`config.mk`:
```
export PLATFORM = sky130hd
export DESIGN_NAME = pief_top
export DESIGN_NICKNAME = d
export VERILOG_FILES = /design/src/pief_pkg.sv /design/src/pief_apb_slave.sv /design/src/pief_top.sv
export SDC_FILE = /design/constraint.sdc
export NUM_CORES = 1
export LEC_CHECK = 0
export ABC_AREA = 0
export BUFFER_PORTS_ARGS = -buffer_cell sky130_fd_sc_hd__buf_4
export CAP_MARGIN = 5
export CORE_MARGIN = 2
export CORE_UTILIZATION = 43
export DETAILED_ROUTE_END_ITERATION = 8
export PLACE_DENSITY_LB_ADDON = 0.3
export SLEW_MARGIN = 20
export SYNTH_ARGS = -nofsm -noshare
export SYNTH_HDL_FRONTEND = slang
export SYNTH_HIERARCHICAL = 1
export SYNTH_SLANG_ARGS = --single-unit
```
`constraint.sdc`:
```
create_clock -name pclk -period 1.4 [get_ports pclk]
set_input_delay 0.07 -clock pclk [delete_from_list [all_inputs] [get_ports pclk]]
set_output_delay 0.07 -clock pclk [all_outputs]
set_load 0.005 [all_outputs]
```
`src/pief_pkg.sv`:
```
package pief_pkg;
  localparam int unsigned PIEF_DW = 32;
  localparam int unsigned PIEF_AW = 12;
  localparam int unsigned PIEF_NSRC = 8;
  // register indices as printed; byte address is four times the index
  localparam logic [7:0] PIEF_IDX_FLAGS = 8'h0C;
  localparam logic [7:0] PIEF_IDX_ENABLES = 8'h8C;
  localparam logic [7:0] PIEF_IDX_CTRL = 8'h0B;
  localparam logic [7:0] PIEF_IDX_ISTAT = 8'hA0;
  localparam logic [7:0] PIEF_IDX_ICLR = 8'hA1;
  localparam logic [7:0] PIEF_IDX_IEN = 8'hA2;
  // bit positions shared by flag and enable registers; the last two are control register bits
  localparam int unsigned PIEF_B_TMR1 = 0;
  localparam int unsigned PIEF_B_TMR2 = 1;
  localparam int unsigned PIEF_B_CCP1 = 2;
  localparam int unsigned PIEF_B_SSP = 3;
  localparam int unsigned PIEF_B_TX = 4;
  localparam int unsigned PIEF_B_RX = 5;
  localparam int unsigned PIEF_B_ADC = 6;
  localparam int unsigned PIEF_B_PAR = 7;
  localparam int unsigned PIEF_B_GIE = 7;
  localparam int unsigned PIEF_B_PERIPHERAL_GROUP_ENABLE = 6;
  localparam logic [7:0] PIEF_FLAGS_RST = 8'h00;
  localparam logic [7:0] PIEF_ENABLES_RST = 8'h00;
  localparam logic [7:0] PIEF_CTRL_RST = 8'h00;
  // software-writable flag bits; serial flags are hardware owned
  localparam logic [7:0] PIEF_FLAG_WMASK = 8'hCF;
  localparam logic [1:0] PIEF_ISRC_W = 2'h0;

  typedef struct packed {
    logic parallel_port;
    logic converter;
    logic serial_rx_full;
    logic serial_tx_empty;
    logic sync_serial;
    logic capcomp1;
    logic timer2_match;
    logic timer1_overflow;
  } pief_src_s;

  typedef struct packed {
    logic paddr_ok;
    logic [7:0] idx;
  } pief_dec_s;
endpackage

```
`src/pief_apb_slave.sv`:
```
`timescale 1ns/100ps
module pief_apb_slave (
  input wire logic pclk,
  input wire logic presetn,
  input wire logic psel,
  input wire logic penable,
  input wire logic [pief_pkg::PIEF_AW-1:0] paddr,
  output logic pready,
  output logic pslverr,
  output logic wr_stb,
  output logic rd_stb,
  output pief_pkg::pief_dec_s dec
);
  import pief_pkg::*;
  // zero wait states: the access phase completes in its first cycle
  assign pready = 1'b1;
  assign dec.paddr_ok = (paddr[1:0] == 2'h0);
  assign dec.idx = paddr[9:2];
  logic acc;
  logic hit_r;
  logic hit_w;
  logic mapped;
  assign acc = psel & penable;
  assign wr_stb = acc & hit_w;
  assign rd_stb = acc & hit_r;
  always_comb begin
    mapped = 1'b0;
    if (paddr[PIEF_AW-1:10] != '0 || !dec.paddr_ok) begin
      mapped = 1'b0;
    end else if (dec.idx == PIEF_IDX_FLAGS) begin
      mapped = 1'b1;
    end else if (dec.idx == PIEF_IDX_ENABLES) begin
      mapped = 1'b1;
    end else if (dec.idx == PIEF_IDX_CTRL) begin
      mapped = 1'b1;
    end else if (dec.idx == PIEF_IDX_ISTAT) begin
      mapped = 1'b1;
    end else if (dec.idx == PIEF_IDX_ICLR) begin
      mapped = 1'b1;
    end else if (dec.idx == PIEF_IDX_IEN) begin
      mapped = 1'b1;
    end
  end
  assign hit_r = mapped;
  assign hit_w = mapped;
  assign pslverr = acc & ~mapped;
endmodule

```
`src/pief_top.sv`:
```
// Our own choice: register access over APB.
`timescale 1ns/100ps
// Behaviour
// - eight-bit enable register at index 8Ch, one bit per source
// - parallel port enable bit gates parallel port interrupt
// - converter enable bit gates conversion-complete interrupt
// - serial receive enable bit gates receive interrupt
// - serial transmit enable bit gates transmit interrupt
// - timer-2 match enable bit gates period match interrupt
// - timer-1 overflow enable bit gates overflow interrupt
// - nothing forwarded unless group enable, control bit 6, is set
// - flags set on their condition regardless of any enable
// - eight-bit flag register at index 0Ch, same bit layout
// - parallel port flag sets on external access, software clears it
// - receive flag shows buffer full, cleared by data register read
// - transmit flag shows buffer empty, cleared by data register write
// - converter flag sets on conversion done, stays until cleared
module pief_top #(
  parameter int unsigned NSRC = pief_pkg::PIEF_NSRC
) (
  input wire logic pclk,
  input wire logic presetn,
  input wire logic psel,
  input wire logic penable,
  input wire logic pwrite,
  input wire logic [pief_pkg::PIEF_AW-1:0] paddr,
  input wire logic [pief_pkg::PIEF_DW-1:0] pwdata,
  input wire logic [3:0] pstrb,
  output logic [pief_pkg::PIEF_DW-1:0] prdata,
  output logic pready,
  output logic pslverr,
  input wire pief_pkg::pief_src_s src_event,
  input wire logic serial_rx_full,
  input wire logic serial_tx_empty,
  output logic periph_irq,
  output logic irq
);
  import pief_pkg::*;

  if (NSRC != 8) begin : g_chk
    $error("pief_top serves exactly eight sources");
  end

  logic wr_stb;
  logic rd_stb;
  pief_dec_s dec;
  logic [7:0] flags_q;
  logic [7:0] enables_q;
  logic [7:0] ctrl_q;
  logic [1:0] istat_q;
  logic [1:0] ien_q;
  logic [7:0] ev;
  logic [7:0] wbyte;
  logic lane0;
  logic wr_flags;
  logic wr_en;
  logic wr_ctrl;
  logic wr_iclr;
  logic wr_ien;
  logic periph_irq_d;
  logic periph_irq_q;
  logic [1:0] iev;

  pief_apb_slave u_bus (
    .pclk(pclk),
    .presetn(presetn),
    .psel(psel),
    .penable(penable),
    .paddr(paddr),
    .pready(pready),
    .pslverr(pslverr),
    .wr_stb(wr_stb),
    .rd_stb(rd_stb),
    .dec(dec)
  );

  assign wbyte = pwdata[7:0];
  assign lane0 = pstrb[0];
  assign wr_flags = wr_stb & pwrite & lane0 & (dec.idx == PIEF_IDX_FLAGS);
  assign wr_en = wr_stb & pwrite & lane0 & (dec.idx == PIEF_IDX_ENABLES);
  assign wr_ctrl = wr_stb & pwrite & lane0 & (dec.idx == PIEF_IDX_CTRL);
  assign wr_iclr = wr_stb & pwrite & lane0 & (dec.idx == PIEF_IDX_ICLR);
  assign wr_ien = wr_stb & pwrite & lane0 & (dec.idx == PIEF_IDX_IEN);

  // event vector in register bit order
  assign ev = src_event;

  // enable register; sync serial and capcomp gate alike
  always_ff @(posedge pclk or negedge presetn) begin
    if (!presetn) begin
      enables_q <= PIEF_ENABLES_RST;
    end else if (wr_en) begin
      enables_q <= wbyte;
    end
  end

  // global control: only the two enables this block uses are kept
  always_ff @(posedge pclk or negedge presetn) begin
    if (!presetn) begin
      ctrl_q <= PIEF_CTRL_RST;
    end else if (wr_ctrl) begin
      ctrl_q <= wbyte & 8'hC0;
    end
  end

  // flags: set wins over a software clear in the same cycle
  genvar gi;
  for (gi = 0; gi < 8; gi++) begin : g_flag
    if (gi == PIEF_B_RX) begin : g_rx
      // level mirror of the buffer; a data read drains it upstream
      always_ff @(posedge pclk or negedge presetn) begin
        if (!presetn) begin
          flags_q[gi] <= 1'b0;
        end else begin
          flags_q[gi] <= serial_rx_full;
        end
      end
    end else if (gi == PIEF_B_TX) begin : g_tx
      always_ff @(posedge pclk or negedge presetn) begin
        if (!presetn) begin
          flags_q[gi] <= 1'b0;
        end else begin
          flags_q[gi] <= serial_tx_empty;
        end
      end
    end else begin : g_sw
      always_ff @(posedge pclk or negedge presetn) begin
        if (!presetn) begin
          flags_q[gi] <= 1'b0;
        end else if (ev[gi]) begin
          flags_q[gi] <= 1'b1;
        end else if (wr_flags) begin
          flags_q[gi] <= wbyte[gi];
        end
      end
    end
  end

  // request: each enable bit gates its own flag, then group and global
  always_comb begin
    periph_irq_d = (|(flags_q & enables_q))
      & ctrl_q[PIEF_B_PERIPHERAL_GROUP_ENABLE]
      & ctrl_q[PIEF_B_GIE];
  end

  // registered so the request is a clean level; costs one cycle
  always_ff @(posedge pclk or negedge presetn) begin
    if (!presetn) begin
      periph_irq_q <= 1'b0;
    end else begin
      periph_irq_q <= periph_irq_d;
    end
  end
  assign periph_irq = periph_irq_q;

  // block interrupt status: bit0 request rose, bit1 bus error
  assign iev[0] = periph_irq_d & ~periph_irq_q;
  assign iev[1] = pslverr;
  always_ff @(posedge pclk or negedge presetn) begin
    if (!presetn) begin
      istat_q <= PIEF_ISRC_W;
    end else begin
      istat_q <= iev | (istat_q & ~({2{wr_iclr}} & wbyte[1:0]));
    end
  end
  always_ff @(posedge pclk or negedge presetn) begin
    if (!presetn) begin
      ien_q <= PIEF_ISRC_W;
    end else if (wr_ien) begin
      ien_q <= wbyte[1:0];
    end
  end
  assign irq = |(istat_q & ien_q);

  // read data, driven to the bus through a combinational select, not registered
  always_comb begin
    prdata = '0;
    if (rd_stb && !pwrite) begin
      if (dec.idx == PIEF_IDX_FLAGS) begin
        prdata[7:0] = flags_q;
      end else if (dec.idx == PIEF_IDX_ENABLES) begin
        prdata[7:0] = enables_q;
      end else if (dec.idx == PIEF_IDX_CTRL) begin
        prdata[7:0] = ctrl_q;
      end else if (dec.idx == PIEF_IDX_ISTAT) begin
        prdata[1:0] = istat_q;
      end else if (dec.idx == PIEF_IDX_IEN) begin
        prdata[1:0] = ien_q;
      end
    end
  end

  // note: a stale flag fires as soon as its enable is written
  // are software duties; hardware does not mask them

  a_irq_needs_group: assert property (
    @(posedge pclk) disable iff (!presetn)
    periph_irq |-> $past(ctrl_q[PIEF_B_PERIPHERAL_GROUP_ENABLE]))
    else $error("request without group enable");
  a_irq_needs_global: assert property (
    @(posedge pclk) disable iff (!presetn)
    periph_irq |-> $past(ctrl_q[PIEF_B_GIE]))
    else $error("request without global enable");
  a_irq_follows_and: assert property (
    @(posedge pclk) disable iff (!presetn)
    ##1 (periph_irq == $past(|(flags_q & enables_q)
      & ctrl_q[PIEF_B_GIE] & ctrl_q[PIEF_B_PERIPHERAL_GROUP_ENABLE])))
    else $error("request does not follow flags and enables");
  a_irq_drops: assert property (
    @(posedge pclk) disable iff (!presetn)
    !ctrl_q[PIEF_B_PERIPHERAL_GROUP_ENABLE] |=> !periph_irq)
    else $error("request kept with group enable clear");
  a_flag_sets_event: assert property (
    @(posedge pclk) disable iff (!presetn)
    ev[PIEF_B_ADC] |=> flags_q[PIEF_B_ADC])
    else $error("converter flag missed its event");
  a_par_flag_sets: assert property (
    @(posedge pclk) disable iff (!presetn)
    ev[PIEF_B_PAR] |=> flags_q[PIEF_B_PAR])
    else $error("parallel flag missed its event");
  a_rx_flag_level: assert property (
    @(posedge pclk) disable iff (!presetn)
    serial_rx_full |=> flags_q[PIEF_B_RX])
    else $error("receive flag not following buffer");
  a_tx_flag_level: assert property (
    @(posedge pclk) disable iff (!presetn)
    !serial_tx_empty |=> !flags_q[PIEF_B_TX])
    else $error("transmit flag not following buffer");
  a_serial_ro: assert property (
    @(posedge pclk) disable iff (!presetn)
    (wr_flags && wbyte[PIEF_B_RX] && !serial_rx_full)
    |=> !flags_q[PIEF_B_RX])
    else $error("software wrote the receive flag");
  a_flag_no_enable: assert property (
    @(posedge pclk) disable iff (!presetn)
    (ev[PIEF_B_TMR1] && !enables_q[PIEF_B_TMR1]) |=> flags_q[PIEF_B_TMR1])
    else $error("flag gated by enable");
  a_enable_write: assert property (
    @(posedge pclk) disable iff (!presetn)
    wr_en |=> enables_q == $past(wbyte))
    else $error("enable register not written");
  a_strobe_needed: assert property (
    @(posedge pclk) disable iff (!presetn)
    (wr_stb && pwrite && !lane0) |=> $stable(enables_q))
    else $error("write without byte lane landed");
  a_err_no_write: assert property (
    @(posedge pclk) disable iff (!presetn)
    (pslverr && pwrite) |=> $stable(enables_q))
    else $error("errored write changed the enables");
  a_flag_clear: assert property (
    @(posedge pclk) disable iff (!presetn)
    (wr_flags && !wbyte[PIEF_B_TMR2] && !ev[PIEF_B_TMR2])
    |=> !flags_q[PIEF_B_TMR2])
    else $error("flag not cleared by write");
  a_blocked_source: assert property (
    @(posedge pclk) disable iff (!presetn)
    (enables_q == 8'h00) [*2] |=> !periph_irq)
    else $error("request with all enables clear");
  a_ctrl_write: assert property (
    @(posedge pclk) disable iff (!presetn)
    wr_ctrl |=> ctrl_q == ($past(wbyte) & 8'hC0))
    else $error("control register not written");
  a_read_flags: assert property (
    @(posedge pclk) disable iff (!presetn)
    (rd_stb && !pwrite && dec.idx == PIEF_IDX_FLAGS)
    |-> prdata == {24'h00_0000, flags_q})
    else $error("flag read returned wrong data");
  a_read_enables: assert property (
    @(posedge pclk) disable iff (!presetn)
    (rd_stb && !pwrite && dec.idx == PIEF_IDX_ENABLES)
    |-> prdata == {24'h00_0000, enables_q})
    else $error("enable read returned wrong data");
  a_read_idle: assert property (
    @(posedge pclk) disable iff (!presetn)
    !rd_stb |-> prdata == '0)
    else $error("read data outside a read");
  a_ien_write: assert property (
    @(posedge pclk) disable iff (!presetn)
    wr_ien |=> ien_q == $past(wbyte[1:0]))
    else $error("interrupt enable not written");
  a_istat_sticky: assert property (
    @(posedge pclk) disable iff (!presetn)
    (istat_q[0] && !(wr_iclr && wbyte[0])) |=> istat_q[0])
    else $error("status bit dropped without a clear");
  a_iclr_clears: assert property (
    @(posedge pclk) disable iff (!presetn)
    (wr_iclr && wbyte[0] && !iev[0]) |=> !istat_q[0])
    else $error("status bit not cleared");

  // per-bit checks; serial bits follow their buffers, the rest are sticky
  genvar ga;
  for (ga = 0; ga < 8; ga++) begin : g_bit_chk
    if (ga == PIEF_B_RX) begin : g_rx_chk
      a_rx_mirror: assert property (
        @(posedge pclk) disable iff (!presetn)
        ##1 (flags_q[ga] == $past(serial_rx_full)))
        else $error("receive flag does not mirror buffer");
    end else if (ga == PIEF_B_TX) begin : g_tx_chk
      a_tx_mirror: assert property (
        @(posedge pclk) disable iff (!presetn)
        ##1 (flags_q[ga] == $past(serial_tx_empty)))
        else $error("transmit flag does not mirror buffer");
    end else begin : g_sw_chk
      a_bit_sets: assert property (
        @(posedge pclk) disable iff (!presetn)
        ev[ga] |=> flags_q[ga])
        else $error("flag missed its event");
      a_bit_sticky: assert property (
        @(posedge pclk) disable iff (!presetn)
        (flags_q[ga] && !wr_flags) |=> flags_q[ga])
        else $error("flag dropped without a write");
      a_bit_written: assert property (
        @(posedge pclk) disable iff (!presetn)
        (wr_flags && !ev[ga]) |=> flags_q[ga] == $past(wbyte[ga]))
        else $error("flag write did not land");
      a_bit_no_self: assert property (
        @(posedge pclk) disable iff (!presetn)
        (!flags_q[ga] && !ev[ga] && !wr_flags) |=> !flags_q[ga])
        else $error("flag set without its event");
    end
    a_en_bit_write: assert property (
      @(posedge pclk) disable iff (!presetn)
      wr_en |=> enables_q[ga] == $past(wbyte[ga]))
      else $error("enable bit not written");
    a_bit_gates: assert property (
      @(posedge pclk) disable iff (!presetn)
      (flags_q[ga] && enables_q[ga] && ctrl_q[PIEF_B_GIE]
      && ctrl_q[PIEF_B_PERIPHERAL_GROUP_ENABLE]) |=> periph_irq)
      else $error("enabled flag did not request");
    a_bit_blocked: assert property (
      @(posedge pclk) disable iff (!presetn)
      (flags_q == 8'(1 << ga) && !enables_q[ga]) |=> !periph_irq)
      else $error("disabled flag raised a request");
  end

  c_irq_raise: cover property (@(posedge pclk) disable iff (!presetn)
    $rose(periph_irq));
  c_set_and_clear: cover property (@(posedge pclk) disable iff (!presetn)
    ev[PIEF_B_ADC] && wr_flags);
  c_block_irq: cover property (@(posedge pclk) disable iff (!presetn)
    $rose(irq));
  c_serial_flag: cover property (@(posedge pclk) disable iff (!presetn)
    $rose(flags_q[PIEF_B_RX]));
endmodule

```
=== Yosys cells after proc, flatten, opt, wreduce, memory -nomap -nowiden ===
Cells that the tools add are included.

* Bits of input ports: 63
* Logic and storage cells: 80
* Memory bits (read-only): 0
* Memories kept: 0
* Latch bits: 0
* Memory bits (writable): 0
* Output and inout port bits: 36
* Register bits after elaboration: 23

* Divide/modulo/power cells: 0
* Muxes and demuxes: 26
* Reductions and logical operators: 14
* Shift operators: 0
* Multiply operators: 0
* Bitwise operators: 21
* Add/subtract/negate cells: 0
* Equal/unequal tests: 6
* Magnitude comparators: 0

{| class="wikitable"
|+ Operators by type and width
! operator !! number
|-
| $eq A8 B8 Y1 const B || 4
|-
| $mux W8 || 3
|-
| $mux W1 || 19
|-
| $eq A8 B4 Y1 const B || 2
|-
| $reduce_bool A2 Y1 || 7
|-
| $and A1 B1 Y1 || 13
|-
| $and A8 B8 Y8 || 1
|-
| $reduce_or A8 Y1 || 1
|-
| $and A2 B2 Y2 || 3
|-
| $mux W2 || 3
|-
| $mux W6 || 1
|-
| $logic_not A1 Y1 || 2
|-
| $logic_not A2 Y1 || 1
|-
| $not A1 Y1 || 2
|-
| $not A2 Y2 || 1
|-
| $or A2 B2 Y2 || 1
|-
| $reduce_or A2 Y1 || 1
|-
| $logic_and A1 B1 Y1 || 1
|-
| $logic_or A1 B1 Y1 || 1
|}

=== Logic depth before layout (Yosys ltp) ===
* Word-level depth: 16
* Depth in mapped cells: 9
* Depth with buffers taken out: 7

=== By module ===
Netlist, hierarchy kept.

{| class="wikitable"
|+ By module, submodules not included
! module !! cells each !! times used !! sequential area each (um^2) !! area each (um^2)
|-
| pief_top || 145 || 1 || 575.6 || 1462.7
|-
| pief_apb_slave || 23 || 1 || 0.0 || 177.7
|}

=== Worst setup path after synthesis ===
OpenSTA, ideal clock, no wires.

* Kind: input to register
* From: input port paddr[9] (netlist name)
* To: register enables_q[0]
* Stages on the path: 9
* Setup time: 0.125 ns
* Arrival time: 1.887 ns
* Setup slack: -0.612 ns
* Path buffers: 2
* Required time: 1.275 ns
* Cells stage by stage: nand2_1 > a2111oi_2 > o2111a_1 > and3_1 > buf_4 > and3_1 > clkbuf_1 > nand4_2 > mux2_2

* Longest elaborated chain between the ends: 12
* Elaborated cells between the ends (all ways): 17
* Those cells by class: eq/ne: 6; mux: 7; bitwise: 4

{| class="wikitable"
|+ Ends and longest elaborated chain
! item !! line !! source
|-
| start: declaration || pief_top.sv:26 || <nowiki>input wire logic [pief_pkg::PIEF_AW-1:0] paddr,</nowiki>
|-
| $eq A8 B8 Y1 || pief_apb_slave.sv:40 || <nowiki>end else if (dec.idx == PIEF_IDX_IEN) begin</nowiki>
|-
| $mux W1 || pief_apb_slave.sv:40 ||
|-
| $mux W1 || pief_apb_slave.sv:38 || <nowiki>end else if (dec.idx == PIEF_IDX_ICLR) begin</nowiki>
|-
| $mux W1 || pief_apb_slave.sv:36 || <nowiki>end else if (dec.idx == PIEF_IDX_ISTAT) begin</nowiki>
|-
| $mux W1 || pief_apb_slave.sv:34 || <nowiki>end else if (dec.idx == PIEF_IDX_CTRL) begin</nowiki>
|-
| $mux W1 || pief_apb_slave.sv:32 || <nowiki>end else if (dec.idx == PIEF_IDX_ENABLES) begin</nowiki>
|-
| $mux W1 (*) || pief_apb_slave.sv:30 || <nowiki>end else if (dec.idx == PIEF_IDX_FLAGS) begin</nowiki>
|-
| $mux W1 (*) || pief_apb_slave.sv:28 || <nowiki>if (paddr[PIEF_AW-1:10] != '0 || !dec.paddr_ok) begin</nowiki>
|-
| $and A1 B1 Y1 (*) || n/a ||
|-
| via rd_stb || pief_top.sv:45 || <nowiki>logic rd_stb;</nowiki>
|-
| $and A1 B1 Y1 (*) (3 in series) || pief_top.sv:80 || <nowiki>assign wr_en = wr_stb & pwrite & lane0 & (dec.idx == PIEF_IDX_ENABLES);</nowiki>
|-
| end signal: assignment || pief_top.sv:93 || <nowiki>enables_q <= wbyte;</nowiki>
|-
| end: declaration || pief_top.sv:48 || <nowiki>logic [7:0] enables_q;</nowiki>
|}

Mark *: on every way through the listed nets, which the timed path passes. The rest lies on a longest branch.
A chain may end at the register's enable or synchronous reset.

=== Worst setup path after layout ===
* From: input port paddr[7] (netlist name)
* To: output port prdata[7] (netlist name)

* Longest elaborated chain between the ends: 11
* Elaborated cells between the ends (all ways): 19
* Those cells by class: eq/ne: 6; mux: 11; bitwise: 1; reduce/logical: 1

{| class="wikitable"
|+ Ends and longest elaborated chain
! item !! line !! source
|-
| $eq A8 B8 Y1 || pief_apb_slave.sv:40 ||
|-
| $mux W1 || pief_apb_slave.sv:40 ||
|-
| $mux W1 || pief_apb_slave.sv:38 ||
|-
| $mux W1 || pief_apb_slave.sv:36 ||
|-
| $mux W1 || pief_apb_slave.sv:34 ||
|-
| $mux W1 || pief_apb_slave.sv:32 ||
|-
| $mux W1 || pief_apb_slave.sv:30 ||
|-
| $mux W1 || pief_apb_slave.sv:28 ||
|-
| $and A1 B1 Y1 || pief_apb_slave.sv:25 || <nowiki>assign rd_stb = acc & hit_r;</nowiki>
|-
| $logic_and A1 B1 Y1 || pief_top.sv:178 || <nowiki>if (rd_stb && !pwrite) begin</nowiki>
|-
| $mux W8 (*) || pief_top.sv:178 ||
|-
| end: declaration || pief_top.sv:29 || <nowiki>output logic [pief_pkg::PIEF_DW-1:0] prdata,</nowiki>
|}

Mark *: on every way between the ends. The rest lies on a longest branch, timed or not.

==> reports/metrics.yaml <==
outcome:
  status: "finished, violations left"
  violations: "setup timing"
sta:
  worst_clock_skew_ns: 0.001179
  finalSetupViolCount: 27
  layout_worst_path_cycle_share_pct: 116.3
  fmax_mhz: 614.1
  worst_slack_ns: -0.2283
  finalHoldViolCount: 0
  rsz0062_at_grt: "true"
  fin_crit_ns: 1.628
  report.final.slew_viol_count: 0
  fin_setup_tns_ns: -3.272
floorplanning:
  num_rows: 22
  die_y_um: 65.77
  dieArea_mm2: 0.004325
  initial_core_util_pct: 44.81
  fp.dieW_um: 65.77
  coreArea_mm2: 0.003661
  io_pins: 99
place:
  port_buffers: 44
  gp_congestion: 0.8333
  hpwl_um: 3169
  dp_cells: 266
setup_path:
  cp_slowest_cell: "or4_1"
  cpMostUsedCell: "buf_4"
  end_kind: "primary output"
  cp_cell_sequence: "buf_4 > buf_4 > or4_1 > nor3_1 > a211oi_2 > buf_4"
  path_buf_inv: 3
  path_class: "in -> out"
  crit_family: "simple AND/OR/NAND/NOR gates"
  path_max_fanout: 6
  startpoint_type: "input pin"
  slowest_delay_ns: 0.68
  worst_ep_required_time_ns: 1.33
  r2r_setup_slack_ns: 0.25
  crit_arrival_ns: 1.56
yosys:
  yosys.area.top_type: "dfrtp_1"
  yosys.area.top_type_share_pct: 35.09
  synth.distinct_cells: 38
  ys_seq_area_share_pct: 35.09
  ys.flop_type: "dfrtp_1"
  synth_edf_count: 0
  ys_top_cells_by_area: "dfrtp_1, buf_4, mux2_2, a41oi_1, mux2i_1"
  ys_warn_count: 6
  syn-instance-count: 168
  synthArstFlopShare_pct: 100.0
  ys_ff_latch: 23
  synth_area_per_cell_um2: 9.764
  netlist_area_mm2: 0.001640
pwr:
  p_sw_uw: 354.0
  vdd_drop_max_mv: 0.4354
  clkPwrFrac_pct: 31.4
  p_leak_uw: 0.001079
  pwr_density_cell_mw_per_mm2: 591.6
  p_sw_share_pct: 26.29
  intPower_uw: 992.5
  seqPwrFrac_pct: 49.6
  combPwrFrac_pct: 19.0
flow_run:
  max_cap_violations: 0
cells_and_area:
  area_delta_synth_final_pct: 38.75
  diodes: 0
  fin_cells: 275
  final_nets: 291
  layout_common_cells: "buf_4, conb_1, dfrtp_1"
  drive_above_1_share_pct: 48.02
  final_common_cell: "buf_4"
drt:
  routed-via-count: 1437
  ant_nets: 0
  routed_wl_um: 4454
  avgViaCountPerCell: 5.225
  drt-initial-drc-count: 75
  drc_errors: 0
  detail_route.wl_per_cell_um: 16.20
  drtPass1Iterations: 4
clock_network:
  cts_root_buf: "clkbuf_8"
  clock_sinks: 23
  cts_tree: "done"
  insertion_delay_ns: 0.27
  clkTransAtPathRegs_ns: 0.08
  htree_num_levels: 1
  cts_buffers: 3
  clockBufferDepth: 2
grt:
  grt_max_degree: 24
  grt_usage_pct: 20.63
  grt_pass1_wl_um: 6851
  grt_pass1_vias: 1435
  grt_overflow: 0
  antenna_found_initial: 0
min_path:
  hold_class: "in -> reg"
## cells in the mapped netlist, types with 2 or more instances
| cell | count |
|---|---|
| nand2b_1 | 6 |
| or4_1 | 2 |
| nand3_1 | 10 |
| a41oi_1 | 6 |
| o21ai_0 | 6 |
| a211oi_1 | 4 |
| mux2i_1 | 5 |
| clkbuf_1 | 2 |
| dfrtp_1 | 23 |
| and4bb_2 | 2 |
| inv_1 | 6 |
| and3_1 | 2 |
| mux2_2 | 14 |
| buf_4 | 34 |
| a22o_1 | 2 |
| nand2_1 | 4 |
| conb_1 | 2 |
| nand4_1 | 2 |
| nor2_1 | 7 |
| nor3_1 | 6 |
| a22oi_1 | 4 |
| nand3b_1 | 3 |
## worst paths after layout
path | from | to | cells after the start
max reg2reg | flags_q[1] | istat_q[0] | 3
min reg2reg | flags_q[2] | flags_q[2] | 2
min in group asynchronous | presetn | istat_q[1] | 2
max | paddr[7] | prdata[7] | 6
min | src_event[0] | flags_q[0] | 3
max in group asynchronous | presetn | flags_q[0] | 2
## logic make-up (layout without fill, tap and decap cells)
| kind of cell | count (synthesis) | count (layout) | share of synthesized area (%) |
|---|---|---|---|
| simple gates | 55 | 55 | 21.66 |
| buf+inv | 43 | 79 | 17.70 |
| compound gates | 26 | 26 | 12.43 |
| flops | 23 | 23 | 35.09 |
| mux | 19 | 19 | 12.66 |
| other cells | 2 | 25 | 0.4578 |
## repair_timing
item / CTS / global route
resized for setup: 22 / 8
hold buffers: 3 / 0
hold endpoints to repair: 25 / 0
endpoints found under the setup margin: 27 / 28
pin swaps: 5 / 3
buffers inserted: 1 / 1
## layout make-up
class	instances	area, um2
Multi-Input combinational cell	125	1012
Tap cell	48	60.06
Timing Repair Buffer	69	559.3
Clock inverter	1	5.005
Clock buffer	3	41.29
Inverter	6	22.52
Fill cell	321	1385
Sequential cell	23	575.6
## metal layers
metal | share of wire [%] | GRT usage [%] | up-vias | routed length, um
li1 | - | - | 679 | -
met2 | 52 | 35.86 | 57 | 2329
met5 | 0 | 0 | - | 0
met4 | 0.65 | 4.167 | 0 | 29
met3 | 6.3 | 4.623 | 5 | 281
met1 | 41 | 26.17 | 696 | 1813
## worst register-to-register path, cell delays in order (launching register included)
cell,delay (ns)
dfrtp_1,0.42
a22oi_1,0.21
nand4_1,0.18
a22o_1,0.24
## power by group through the flow
stage	clock network (uW)	logic, uW	registers (uW)
after detailed placement	0	232	681
after floorplan	0	148	681
after global placement	0	226	681
after global routing	459	277	669
final	422	256	668
after CTS	418	247	668
## state kept, by name (all words and copies together) (netlist names)
register	flops
ctrl_q	2
enables_q	8
periph_irq	1
ien_q	2
flags_q	8
istat_q	2
## metrics by stage
stage | hold WS (ns) | worst slack, ns | instance area, um2 | power [uW] | util, %
finish | 0.006282 | -0.2283 | 2276 | 1347 | 62.17
detailed placement | -0.01820 | -0.4455 | 2053 | 913.3 | 56.08
floorplan | -0.2256 | -0.3717 | 1794 | 829.5 | -
global placement | -0.02551 | -0.3938 | 2053 | 907.4 | 56.08
CTS | 0.008032 | -0.1700 | 2225 | 1334 | 60.77
global route | 0.01425 | -0.2793 | 2276 | 1405 | 62.17
(Power assumes the default switching activity.)
